`src/pkg/pso_pkg.sv`:
```
// Shared constants and types for the output serializer
package pso_pkg;
   // Pin counts of the parallel side
   localparam int unsigned PSO_DATA_PINS = 6;
   localparam int unsigned PSO_TRI_PINS  = 4;
   // First word bit supplied by a cascaded slave
   localparam logic [3:0]  PSO_SLAVE_FIRST = 4'h6;
   // Slave pin that carries that bit (third data pin)
   localparam int unsigned PSO_SLAVE_PIN = 2;
   // Register byte offsets
   localparam logic [7:0]  PSO_CFG_ADDR  = 8'h00;
   localparam logic [7:0]  PSO_STAT_ADDR = 8'h04;
   // Configuration field positions
   localparam int unsigned PSO_F_DDR   = 0;
   localparam int unsigned PSO_F_SLAVE = 1;
   localparam int unsigned PSO_F_TRATE = 2;
   localparam int unsigned PSO_F_DW    = 4;
   localparam int unsigned PSO_F_TW    = 8;
   localparam int unsigned PSO_CFG_W   = 11;
   // After reset: data DDR, master, tristate DDR, width 4, setting_a 4
   localparam logic [31:0] PSO_CFG_RESET = 32'h0000_0449;
   // Tristate rate choices
   typedef enum logic [1:0] {
      PSO_TRI_BUF = 2'b00,
      PSO_TRI_SDR = 2'b01,
      PSO_TRI_DDR = 2'b10
   } pso_trate_t;
   // Reset release sequence
   typedef enum logic [1:0] {
      PSO_RS_HOLD = 2'b00,
      PSO_RS_DIV  = 2'b01,
      PSO_RS_RUN  = 2'b10
   } pso_rst_t;
endpackage

```
`src/pkg/pso_tick_if.sv`:
```
// Timing, reset and configuration carrier between serializer modules
`timescale 1ns/1ps
`default_nettype none
interface pso_tick_if;
   import pso_pkg::*;
   logic       hard_clear;   // Reset pin high this cycle
   logic       div_rst;      // Divided-domain reset
   logic       fast_rst;     // Fast-domain reset
   logic       div_tick;     // Word boundary, parallel capture
   logic       fast_tick;    // Fast clock rising edge
   logic [3:0] bit_idx;      // Bit now being sent
   logic [3:0] bit_idx_next; // Bit sent next cycle
   logic       data_ddr;     // Data rate
   logic [3:0] data_width;   // Bits per word
   pso_trate_t tri_rate;     // Tristate rate
   logic [2:0] tri_width;    // Tristate bits per word
   modport gen (output hard_clear, div_rst, fast_rst, div_tick, fast_tick,
                bit_idx, bit_idx_next, input data_ddr, data_width);
   modport user (input hard_clear, div_rst, fast_rst, div_tick, fast_tick,
                 bit_idx, bit_idx_next, data_ddr, data_width, tri_rate, tri_width);
endinterface
`default_nettype wire

```
`src/logic/pso_timing.sv`:
```
// Word divider and reset re-timing for the serializer
`timescale 1ns/1ps
`default_nettype none
module pso_timing
   import pso_pkg::*;
(
   input  wire logic clk_sys,
   input  wire logic reset_n,
   input  wire logic async_reset_in,
   pso_tick_if.gen   tick
);
   pso_rst_t   state_reg;  // Release sequence
   pso_rst_t   state_next;
   logic [3:0] idx_reg;    // Bit counter, the divider
   logic [3:0] idx_next;
   logic       last_bit;

   // >= guards against a width change mid-word
   assign last_bit = (idx_reg >= tick.data_width - 4'h1);
   assign idx_next = last_bit ? 4'h0 : idx_reg + 4'h1;

   // Divided side released first, fast side on next fast edge
   always_comb begin
      case (state_reg)
         PSO_RS_HOLD: state_next = PSO_RS_DIV;
         PSO_RS_DIV:  state_next = tick.fast_tick ? PSO_RS_RUN : PSO_RS_DIV;
         PSO_RS_RUN:  state_next = PSO_RS_RUN;
         default:     state_next = PSO_RS_HOLD;
      endcase
      if (async_reset_in) begin
         state_next = PSO_RS_HOLD;
      end
   end

   // Counter restarts at release, so all copies leave reset in step
   always_ff @(posedge clk_sys) begin
      if (!reset_n) begin
         state_reg <= PSO_RS_HOLD;
         idx_reg   <= 4'h0;
      end else begin
         state_reg <= state_next;
         idx_reg   <= (state_reg == PSO_RS_HOLD || async_reset_in) ? 4'h0 : idx_next;
      end
   end

   // Two re-timed resets, one per domain
   assign tick.hard_clear   = async_reset_in;
   assign tick.div_rst      = (state_reg == PSO_RS_HOLD);
   assign tick.fast_rst     = (state_reg != PSO_RS_RUN);
   assign tick.div_tick     = (state_reg != PSO_RS_HOLD) && last_bit && !async_reset_in;
   // DDR: fast clock runs at half the bit rate, both edges used
   assign tick.fast_tick    = !tick.data_ddr || !idx_reg[0];
   assign tick.bit_idx      = idx_reg;
   assign tick.bit_idx_next = (state_reg == PSO_RS_HOLD) ? 4'h0 : idx_next;
endmodule
`default_nettype wire

```
`src/logic/pso_top.sv`:
```
// Output serializer top: bus slave, configuration and data path
`timescale 1ns/1ps
`default_nettype none
module pso_top
   import pso_pkg::*;
#(
   parameter int unsigned DATA_PINS = PSO_DATA_PINS,
   parameter int unsigned TRI_PINS  = PSO_TRI_PINS
) (
   input  wire logic        clk_sys,
   input  wire logic        reset_n,
   // AHB-Lite slave
   input  wire logic        hsel,
   input  wire logic [31:0] haddr,
   input  wire logic [1:0]  htrans,
   input  wire logic        hwrite,
   input  wire logic [2:0]  hsize,
   input  wire logic [31:0] hwdata,
   input  wire logic        hready,
   output logic             hreadyout,
   output logic [31:0]      hrdata,
   output logic             hresp,
   // Parallel side
   input  wire logic [5:0]  parallel_data_in,
   input  wire logic        data_path_clock_enable,
   input  wire logic [3:0]  parallel_tristate_in,
   input  wire logic        tristate_path_clock_enable,
   input  wire logic        async_reset_in,
   input  wire logic        reverse_set_reset,
   // Cascade
   input  wire logic        cascade_carry_in_a,
   input  wire logic        cascade_carry_in_b,
   output logic             cascade_carry_out_a,
   output logic             cascade_carry_out_b,
   // Serial side
   output logic             serial_data_out,
   output logic             serial_tristate_out
);

   // Pin counts are fixed by the word layout
   if (DATA_PINS != PSO_DATA_PINS || TRI_PINS != PSO_TRI_PINS) begin : g_bad_pins
      $error("pso_top: pin counts must stay 6 and 4");
   end

   // Shared timing and configuration
   pso_tick_if tick ();

   // Configuration checker for width and rate pairs
   function automatic logic cfg_ok(input logic [31:0] v);
      logic       ddr;
      logic [3:0] dw;
      logic [1:0] tr;
      logic [2:0] tw;
      logic       d_ok;
      logic       t_ok;
      ddr = v[PSO_F_DDR];
      dw  = v[PSO_F_DW +: 4];
      tr  = v[PSO_F_TRATE +: 2];
      tw  = v[PSO_F_TW +: 3];
      if (ddr) begin
         d_ok = (dw == 4'h4) || (dw == 4'h6) || (dw == 4'h8) || (dw == 4'ha);
      end else begin
         d_ok = (dw >= 4'h2) && (dw <= 4'h8);
      end
      if (tr == PSO_TRI_DDR) begin
         // Setting_a 4 pins the data to DDR 4 or SDR 2
         t_ok = ((tw == 3'h2) || (tw == 3'h4))
              && (tw != 3'h4 || (ddr ? (dw == 4'h4) : (dw == 4'h2)));
      end else begin
         t_ok = ((tr == PSO_TRI_SDR) || (tr == PSO_TRI_BUF)) && (tw == 3'h1);
      end
      return d_ok && t_ok;
   endfunction

   // Bus state
   logic [10:0] cfg_reg;     // Rate, role and widths
   logic [10:0] cfg_next;
   logic        wr_pend_reg; // Write data phase pending
   logic        wr_cfg_reg;  // That write targets config
   logic [31:0] hrdata_reg;  // Read data, set in address phase
   logic        hready_reg;  // Always ready once out of reset

   // Address decode
   wire         addr_phase = hsel && hready && htrans[1];
   wire         word_size  = (hsize == 3'b010);
   wire         upper_zero = (haddr[31:8] == 24'h0);
   wire         hit_cfg    = upper_zero && (haddr[7:0] == PSO_CFG_ADDR);
   wire         hit_stat   = upper_zero && (haddr[7:0] == PSO_STAT_ADDR);
   // Illegal combinations are dropped, old setting kept
   wire         cfg_write  = wr_pend_reg && wr_cfg_reg && cfg_ok(hwdata);

   // Write lands this cycle, so a read right behind sees it
   assign cfg_next = cfg_write ? hwdata[10:0] : cfg_reg;

   // Read views
   wire  [31:0] cfg_view  = {21'h0, cfg_next};
   wire  [31:0] stat_view = {24'h0, tick.bit_idx, 2'b00, tick.fast_rst, tick.div_rst};
   wire  [31:0] rd_mux    = hit_cfg ? cfg_view : (hit_stat ? stat_view : 32'h0);

   // Address phase capture; unmapped reads give zero
   always_ff @(posedge clk_sys) begin
      if (!reset_n) begin
         wr_pend_reg <= 1'b0;
         wr_cfg_reg  <= 1'b0;
         hrdata_reg  <= 32'h0;
      end else if (addr_phase) begin
         wr_pend_reg <= hwrite && word_size;
         wr_cfg_reg  <= hit_cfg;
         hrdata_reg  <= hwrite ? 32'h0 : rd_mux;
      end else begin
         wr_pend_reg <= 1'b0;
      end
   end

   // Settings register, defaults on reset
   always_ff @(posedge clk_sys) begin
      if (!reset_n) begin
         cfg_reg    <= PSO_CFG_RESET[10:0];
         hready_reg <= 1'b0;
      end else begin
         cfg_reg    <= cfg_next;
         hready_reg <= 1'b1;
      end
   end

   // Zero wait states, always OKAY
   assign hreadyout = hready_reg;
   assign hrdata    = hrdata_reg;
   assign hresp     = 1'b0;

   // Settings onto the carrier
   wire is_slave = cfg_reg[PSO_F_SLAVE];
   assign tick.data_ddr   = cfg_reg[PSO_F_DDR];
   assign tick.data_width = cfg_reg[PSO_F_DW +: 4];
   assign tick.tri_rate   = pso_trate_t'(cfg_reg[PSO_F_TRATE +: 2]);
   assign tick.tri_width  = cfg_reg[PSO_F_TW +: 3];

   // Divider and reset re-timing
   pso_timing u_timing (
      .clk_sys        (clk_sys),
      .reset_n        (reset_n),
      .async_reset_in (async_reset_in),
      .tick           (tick)
   );

   // Tristate serial path
   pso_tri_ser u_tri (
      .clk_sys                    (clk_sys),
      .reset_n                    (reset_n),
      .parallel_tristate_in       (parallel_tristate_in),
      .tristate_path_clock_enable (tristate_path_clock_enable),
      .tick                       (tick),
      .serial_tristate_out        (serial_tristate_out)
   );

   // Data path state
   logic [5:0] pword_reg; // Captured parallel word
   logic       oq_reg;    // Serial data flop
   logic       carry_a_reg;
   logic       carry_b_reg;
   logic       clear;
   logic       cap;

   // Pin reset wins over every data flop at once
   assign clear = !reset_n || tick.hard_clear;
   // Capture only at the divided edge with enable high
   assign cap   = tick.div_tick && data_path_clock_enable;

   // Bit maps: master order and slave carry order
   logic [15:0] master_map;
   logic [15:0] slave_map;
   for (genvar i = 0; i < 16; i++) begin : g_map
      if (i < 6) begin : g_low
         assign master_map[i] = pword_reg[i];
         assign slave_map[i]  = 1'b0;
      end else if (i < 10) begin : g_ext
         // Bits past six come over the cascade
         assign master_map[i] = cascade_carry_in_a;
         assign slave_map[i]  = pword_reg[i - 6 + PSO_SLAVE_PIN];
      end else begin : g_none
         assign master_map[i] = 1'b0;
         assign slave_map[i]  = 1'b0;
      end
   end

   // Second carry is a look-ahead; this block reads only the first
   wire unused_carry = cascade_carry_in_b;

   // Parallel capture
   always_ff @(posedge clk_sys) begin
      if (clear || tick.div_rst) begin
         pword_reg <= 6'h0;
      end else if (cap) begin
         pword_reg <= parallel_data_in;
      end
   end

   // Serial output, one bit per cycle, held while disabled
   always_ff @(posedge clk_sys) begin
      if (clear || tick.fast_rst) begin
         oq_reg <= 1'b0;
      end else if (data_path_clock_enable) begin
         // Slave drives no pin of its own
         oq_reg <= is_slave ? 1'b0 : master_map[tick.bit_idx];
      end
   end

   // Slave presents next cycle's bit to the master
   always_ff @(posedge clk_sys) begin
      if (clear || tick.fast_rst) begin
         carry_a_reg <= 1'b0;
         carry_b_reg <= 1'b0;
      end else if (data_path_clock_enable) begin
         carry_a_reg <= is_slave && slave_map[tick.bit_idx_next];
         carry_b_reg <= is_slave && slave_map[4'(tick.bit_idx_next + 4'h1)];
      end
   end

   assign serial_data_out     = oq_reg;
   assign cascade_carry_out_a = carry_a_reg;
   assign cascade_carry_out_b = carry_b_reg;
endmodule
`default_nettype wire

```
`src/logic/pso_tri_ser.sv`:
```
// Tristate control parallel-to-serial path
`timescale 1ns/1ps
`default_nettype none
module pso_tri_ser
   import pso_pkg::*;
(
   input  wire logic       clk_sys,
   input  wire logic       reset_n,
   input  wire logic [3:0] parallel_tristate_in,
   input  wire logic       tristate_path_clock_enable,
   pso_tick_if.user        tick,
   output logic            serial_tristate_out
);
   logic [3:0] tword_reg; // Captured tristate word
   logic       tq_reg;    // Serial tristate flop
   logic [6:0] tprod;
   logic [3:0] tidx;
   logic       clear;

   assign clear = !reset_n || tick.hard_clear;
   // Spread tristate bits evenly over the data word
   assign tprod = 7'(tick.bit_idx * tick.tri_width);
   assign tidx  = 4'(tprod / 7'(tick.data_width));

   // Capture on word boundary, hold while disabled
   always_ff @(posedge clk_sys) begin
      if (clear || tick.div_rst) begin
         tword_reg <= 4'h0;
      end else if (tick.div_tick && tristate_path_clock_enable) begin
         tword_reg <= parallel_tristate_in;
      end
   end

   // Serial stage: SDR width 1, DDR width 2 or 4
   always_ff @(posedge clk_sys) begin
      if (clear || tick.fast_rst) begin
         tq_reg <= 1'b0;
      end else if (tristate_path_clock_enable) begin
         tq_reg <= tword_reg[tidx[1:0]];
      end
   end

   // Buffer mode bypasses every flop
   assign serial_tristate_out = (tick.tri_rate == PSO_TRI_BUF) ? parallel_tristate_in[0] : tq_reg;
endmodule
`default_nettype wire

```
`config.mk`:
```
export PLATFORM = sky130hd
export DESIGN_NAME = pso_top
export DESIGN_NICKNAME = d
export VERILOG_FILES = /design/src/pkg/pso_pkg.sv /design/src/pkg/pso_tick_if.sv /design/src/logic/pso_timing.sv /design/src/logic/pso_top.sv /design/src/logic/pso_tri_ser.sv
export SDC_FILE = /design/constraint.sdc
export NUM_CORES = 1
export LEC_CHECK = 0
export ABC_AREA = 0
export CORE_UTILIZATION = 55
export CTS_CLUSTER_SIZE = 24
export DETAILED_ROUTE_END_ITERATION = 16
export DONT_BUFFER_PORTS = 1
export PLACE_DENSITY = 0.7
export SLEW_MARGIN = 40
export SYNTH_ARGS = -nofsm -noshare
export SYNTH_HDL_FRONTEND = slang
export SYNTH_SLANG_ARGS = --single-unit
```
`constraint.sdc`:
```
create_clock -name clk_sys -period 12.3 [get_ports clk_sys]
set_input_delay 2.46 -clock clk_sys [delete_from_list [all_inputs] [get_ports clk_sys]]
set_output_delay 2.46 -clock clk_sys [all_outputs]
set_load 0.01 [all_outputs]
```
==> impl_metrics.csv, run 1 <==
group,metric,value,unit
layout,nNetsFinal,572,
clock_tree,cts-root-buf,"clkbuf_8",
place,dp_hpwl,6325,µm
detailed_routing,first_iter_violations,75,
detailed_routing,drtAntennaViolNets,0,
detailed_routing,firstDrtPassIters,10,
timing,drv_slew,0,
critical_path,cp_max_fo,12,
floorplan,die_h,85.59,µm
timing,period_share,92.38,%
grt,grt_max_degree,28,
critical_path,ff2ff_path_depth,48,
layout,syn_to_final_growth,1.530,%
detailed_routing,drt-wirelength-per-cell,15.41,µm
timing,setup_viol,0,
critical_path,crit_type,"flip-flop to flip-flop",
place,gp_congestion,0.8127,
status,status,"finished with violations",
detailed_routing,wirelength,8059,µm
power_and_ir_drop,leakagePower,1.616,nW
timing,fmaxAchievable,88.00,MHz
floorplan,core_area,6756,µm²
critical_path,r2r-end,"u_tri.tq_reg$_SDFFE_PP0P_",
clock_tree,numCtsBuffers,5,
run,maxCapViolCount,0,
layout,finalNonFillerCells,523,
grt,first_global_vias,2977,
synthesis,synthArstFlopShare,0,%
clock_tree,cts_tree,"yes",
detailed_routing,drc,2,
min_path,hold_class,"flip-flop to flip-flop",
floorplan,die_w,85.59,µm
detailed_routing,vias_per_cell,5.870,
timing,tns,0,ps
floorplan,dieArea,7325,µm²
critical_path,cp.required,12490,ps
critical_path,max_stage_delay,520,ps
timing,relSlewSlack,49.10,%
synthesis,ys_seq_elements,45,
synthesis,synth_edf_count,0,
grt,grt_pass1_wl,13380,µm
grt,antenna_found_initial,0,
timing,worst_slack,936.7,ps
synthesis,synth_cells,449,
power_and_ir_drop,power_density,64.03,nW/µm²
floorplan,initial_core_util,56.87,%
critical_path,startpoint_type,"flip-flop",
min_path,min-delay-start,"u_tri.tword_reg[3]$_SDFFE_PP0P_",
synthesis,yosysSeqAreaShare,23.45,%
timing,skew,5.909,ps
layout,final_util,57.74,%
synthesis,ys.flop_type,"dfxtp_1",
layout,diodes,0,
timing,rsz0062_at_grt,"no",
floorplan,io_pins,128,
detailed_routing,route.vias.total,3070,
synthesis,syn_area,3842,µm²
critical_path,cp_slowest_cell,"or4b_4",
clock_tree,cts-hold-fix-buffers,0,
floorplan,rows,30,
clock_tree,cts.sinks,45,
place,port_buffers,0,
critical_path,endpoint_kind,"flip-flop",
critical_path,arrival,11550,ps
min_path,min_to,"u_tri.tword_reg[3]$_SDFFE_PP0P_",
clock_tree,clock_path_buffers,2,
grt,track_usage,22.54,%
synthesis,syn_avg_cell_area,8.558,µm²
synthesis,yosysWarnings,0,
clock_tree,clk_pin_slew,70,ps
grt,overflow,0,
clock_tree,htree_levels,2,
critical_path,crit_top_cell,"ha_1",
timing,finalHoldViolCount,0,
synthesis,synth.distinct_cells,67,
timing,period_needed,11360,ps
power_and_ir_drop,vdd_ir_drop_max,70.65,µV
timing,worstMarginPinSlew,757.7,ps
layout,drive_above_1_share,9.481,%
critical_path,reg2reg_setup_slack,940,ps
place,dpl_worst_slack,474.2,ps
min_path,min_path_cells,2,
critical_path,reg2reg_from,"u_timing.tick.bit_idx[0]$_SDFF_PP0_",
clock_tree,worstSkewPairLatency,290,ps
place,dpl.cell_count,515,
status,violations,"design-rule violations",
-- metrics by stage --
stage	hold slack (ps)	total power, mW	instance area (µm²)
6_report	496.7	0.2498	3901
3_3_place_gp	464.4	0.1656	3806
5_1_grt	517.9	0.2591	3901
3_5_place_dp	478.5	0.1659	3806
2_1_floorplan	443.9	0.1698	3921
4_1_cts	499.9	0.2511	3886
-- repair_timing --
item,4_1_cts,5_1_grt
buffers inserted,0,0
hold endpoints to repair,0,0
endpoints found under the setup margin,0,1
resized for setup,0,5
-- per-layer routing --
metal  global-route usage, %  vias up  wire (µm)
met3                   3.465       12        321
met2                   42.18       89       4051
met5                       0        -          0
met4                   7.273        0        137
met1                   26.17     1405       3549
li1                        -     1564          -
-- cells in the final DEF (no fill, tap or decap), types with 7 or more instances in the layout --
master    Yosys  layout
dfxtp_1      45      42
ha_1         37      37
nor2_1       30      30
mux2i_1      27      27
nand2_1      26      26
conb_1        1      22
and2_1       20      20
inv_1        18      18
a21oi_1      18      18
o21ai_0      17      16
nor2b_1      16      16
nor3_1       15      15
nand2b_1     11      11
nand3_1      11      11
a22o_1        9       9
o21a_1        7       7
xnor2_1       7       7
nor4_1        9       7
-- synth_stat cells, types with 3 or more instances --
| cell type | count | share of area [%] |
|---|---|---|
| nor2_1 | 30 | 2.9 |
| xor2_1 | 5 | 1.1 |
| nor3_1 | 15 | 2.0 |
| o21ai_1 | 4 | 0.52 |
| ha_1 | 37 | 12 |
| dfxtp_1 | 45 | 23 |
| mux2i_1 | 27 | 7.0 |
| o21a_1 | 7 | 1.4 |
| and2_1 | 20 | 3.3 |
| and3_1 | 5 | 0.81 |
| a32o_1 | 4 | 1.0 |
| nand2_1 | 26 | 2.5 |
| nor2b_1 | 16 | 2.6 |
| a21o_1 | 4 | 0.78 |
| a22o_1 | 9 | 2.1 |
| mux2_2 | 5 | 1.5 |
| a211oi_1 | 5 | 0.98 |
| nor4_1 | 9 | 1.5 |
| nand3_1 | 11 | 1.4 |
| clkbuf_1 | 11 | 1.1 |
| fa_1 | 3 | 1.6 |
| xnor2_1 | 7 | 1.6 |
| nand4_1 | 3 | 0.49 |
| nand2b_1 | 11 | 1.8 |
| or2b_2 | 4 | 0.91 |
| inv_1 | 18 | 1.8 |
| o21ai_0 | 17 | 2.2 |
| o31ai_1 | 3 | 0.59 |
| buf_4 | 22 | 4.3 |
| buf_2 | 3 | 0.39 |
| a22oi_1 | 3 | 0.59 |
| a21oi_1 | 18 | 2.3 |
-- worst max-delay path: cells and delay by family, from the launching register on --
family,cells,cell delay [ps]
adders and majority gates,10,3190
muxes,1,380
DFF,1,470
and+or+nand+nor,14,3020
AOI/OAI and AO/OA,21,3910
buffers and inverters,2,280
-- where the power goes --
group | total [mW] | internal, mW | switching (mW)
logic | 0.0155 | 0.00598 | 0.00953
registers | 0.147 | 0.146 | 0.000919
clock network | 0.0872 | 0.0404 | 0.0468
total | 0.250 | 0.193 | 0.0572
-- kinds of logic (layout without fill, tap and decap cells) --
group	after synthesis	count (layout)	share of synthesized area, %
AO/OA/AOI/OAI	97	97	19.15
XOR/XNOR	12	12	2.735
adder cells (fa/ha/maj)	40	40	13.61
buffers and inverters	55	28	7.912
flip-flops	45	45	23.45
multiplexers	33	33	9.085
other	1	22	0.09759
AND/OR/NAND/NOR	166	166	23.97
-- how the worst max path moves through the flow --
stage                                                    from                        end  slack [ps]  cells after the start
after CTS                 u_timing.tick.bit_idx[0]$_SDFF_PP0_  u_tri.tq_reg$_SDFFE_PP0P_         410                     50
after detailed placement  u_timing.tick.bit_idx[0]$_SDFF_PP0_  u_tri.tq_reg$_SDFFE_PP0P_         470                     50
after global placement    u_timing.tick.bit_idx[0]$_SDFF_PP0_  u_tri.tq_reg$_SDFFE_PP0P_         700                     50
final                     u_timing.tick.bit_idx[0]$_SDFF_PP0_  u_tri.tq_reg$_SDFFE_PP0P_         940                     48
after global routing      u_timing.tick.bit_idx[0]$_SDFF_PP0_  u_tri.tq_reg$_SDFFE_PP0P_          40                     50
after floorplan           u_timing.tick.bit_idx[0]$_SDFF_PP0_  u_tri.tq_reg$_SDFFE_PP0P_        1380                     50
-- layout make-up --
class | count | area (µm²)
inverters | 18 | 67.56
well taps | 80 | 100.1
repair buffers | 2 | 15.01
clock buffers | 8 | 80.08
flip-flops and latches | 45 | 904.6
fillers | 623 | 2855
multi-input cells | 370 | 2734
Power figures use the tool's default switching activity.
==> run 2, diff against run 1 <==
Settings changed: REMOVE_ABC_BUFFERS set to 1.
==> impl_metrics.csv, run 2 (synthesized netlist as in run 1, its figures left out) <==
group,metric,value,unit
critical_path,r2r-end,"u_tri.tq_reg$_SDFFE_PP0P_",
timing,fmaxAchievable,87.56,MHz
layout,final_util,58.61,%
place,dp_hpwl,6252,µm
floorplan,initial_core_util,56.87,%
critical_path,arrival,11610,ps
min_path,min-delay-start,"u_timing.state_reg[1]$_SDFF_PP0_",
detailed_routing,vias_per_cell,5.822,
detailed_routing,wirelength,7955,µm
timing,relSlewSlack,49.66,%
layout,fill_cells,625,
grt,track_usage,21.94,%
layout,final_common_cell,"dfxtp_1",
place,dpl_worst_slack,504.8,ps
critical_path,cp_max_fo,12,
clock_tree,clk_pin_slew,80,ps
power_and_ir_drop,power_density,74.20,nW/µm²
detailed_routing,first_iter_violations,75,
critical_path,cp.required,12490,ps
grt,first_global_vias,2947,
critical_path,max_stage_delay,520,ps
grt,antenna_found_initial,0,
critical_path,endpoint_kind,"flip-flop",
floorplan,rows,30,
timing,worstMarginPinSlew,750.0,ps
run,maxCapViolCount,0,
timing,finalHoldViolCount,0,
critical_path,reg2reg_setup_slack,880,ps
layout,drive_above_1_share,10.38,%
critical_path,cp_slowest_cell,"or4b_4",
min_path,hold_class,"flip-flop to flip-flop",
detailed_routing,drc,1,
layout,nNetsFinal,572,
critical_path,crit_top_cell,"ha_1",
clock_tree,cts.sinks,45,
detailed_routing,drtAntennaViolNets,0,
layout,syn_to_final_growth,3.061,%
critical_path,startpoint_type,"flip-flop",
clock_tree,cts-root-buf,"clkbuf_8",
timing,skew,6.888,ps
layout,most-common-layout-cells,"42 x dfxtp_1, 37 x ha_1, 30 x nor2_1",
floorplan,die_h,85.59,µm
floorplan,dieArea,7325,µm²
min_path,min_path_cells,1,
clock_tree,cts_tree,"yes",
clock_tree,numCtsBuffers,5,
timing,period_needed,11420,ps
detailed_routing,firstDrtPassIters,10,
grt,grt_max_degree,28,
status,violations,"design-rule violations",
floorplan,die_w,85.59,µm
status,status,"finished with violations",
place,port_buffers,0,
place,gp_congestion,0.8911,
power_and_ir_drop,leakagePower,1.646,nW
grt,overflow,0,
power_and_ir_drop,vdd_ir_drop_max,97.96,µV
detailed_routing,drt-wirelength-per-cell,15.21,µm
floorplan,io_pins,128,
critical_path,reg2reg_from,"u_timing.tick.bit_idx[0]$_SDFF_PP0_",
timing,tns,0,ps
min_path,min_to,"u_timing.state_reg[0]$_SDFF_PP0_",
clock_tree,cts_setup_buffers,0,
detailed_routing,route.vias.total,3045,
clock_tree,clock_path_buffers,2,
critical_path,ff2ff_path_depth,50,
timing,setup_viol,0,
timing,drv_slew,0,
layout,diodes,0,
timing,worst_slack,879.4,ps
critical_path,setup.worst_path.start,"u_timing.tick.bit_idx[0]$_SDFF_PP0_",
grt,grt_pass1_wl,13100,µm
floorplan,core_area,6756,µm²
critical_path,crit_type,"flip-flop to flip-flop",
clock_tree,worstSkewPairLatency,300,ps
timing,period_share,92.85,%
clock_tree,htree_levels,2,
## run 2: what timing repair did
item,in CTS,in global routing
hold buffers,0,0
setup endpoints to repair,0,1
gates resized for setup,0,6
## run 2: worst max path at each step
| stage | cells past startpoint | to |
|---|---|---|
| CTS | 50 | u_tri.tq_reg$_SDFFE_PP0P_ |
| finish | 50 | u_tri.tq_reg$_SDFFE_PP0P_ |
| detailed placement | 50 | u_tri.tq_reg$_SDFFE_PP0P_ |
| floorplan | 48 | u_tri.tq_reg$_SDFFE_PP0P_ |
| global route | 50 | u_tri.tq_reg$_SDFFE_PP0P_ |
| global placement | 50 | u_tri.tq_reg$_SDFFE_PP0P_ |
## run 2: routing by layer
| metal | GRT usage (%) | vias up | share of wire [%] |
|---|---|---|---|
| met5 | 0 | - | 0 |
| li1 | - | 1558 | - |
| met1 | 25.62 | 1395 | 44 |
| met3 | 3.657 | 13 | 4.6 |
| met4 | 7.424 | 0 | 1.6 |
| met2 | 40.51 | 79 | 50 |
## run 2: area by class of cell
cell class,count,area [µm²],area share [%]
Multi-Input combinational cell,370,2739,69.16
Sequential cell,45,904.6,22.84
Tap cell,80,100.1,2.528
Timing Repair Buffer,2,15.01,0.3791
Inverter,18,67.56,1.706
Clock buffer,5,68.82,1.738
Clock inverter,3,65.06,1.643
## run 2: through the flow
step	instance area (µm²)	hold slack [ps]	cells	total power, mW
floorplan	3685	443.9	433	0.1635
global placement	3806	464.8	515	0.1655
detailed placement	3806	480.3	515	0.1659
CTS	3940	490.8	523	0.2958
global route	3960	515.9	523	0.3035
finish	3960	485.8	523	0.2938
## run 2: where the power goes
group | switching [mW] | leakage [nW] | internal, mW
Clock | 0.0505 | 0.0681 | 0.0807
Combinational | 0.00963 | 1.21 | 0.00597
Sequential | 0.000908 | 0.365 | 0.146
## run 2: critical path: cells and delay by family, from the launching register on
family | cells | cell delay, ps
compound gates | 22 | 4090
mux | 1 | 390
simple gates | 15 | 2910
buf+inv | 2 | 280
flops | 1 | 490
fa+ha+maj | 10 | 3160
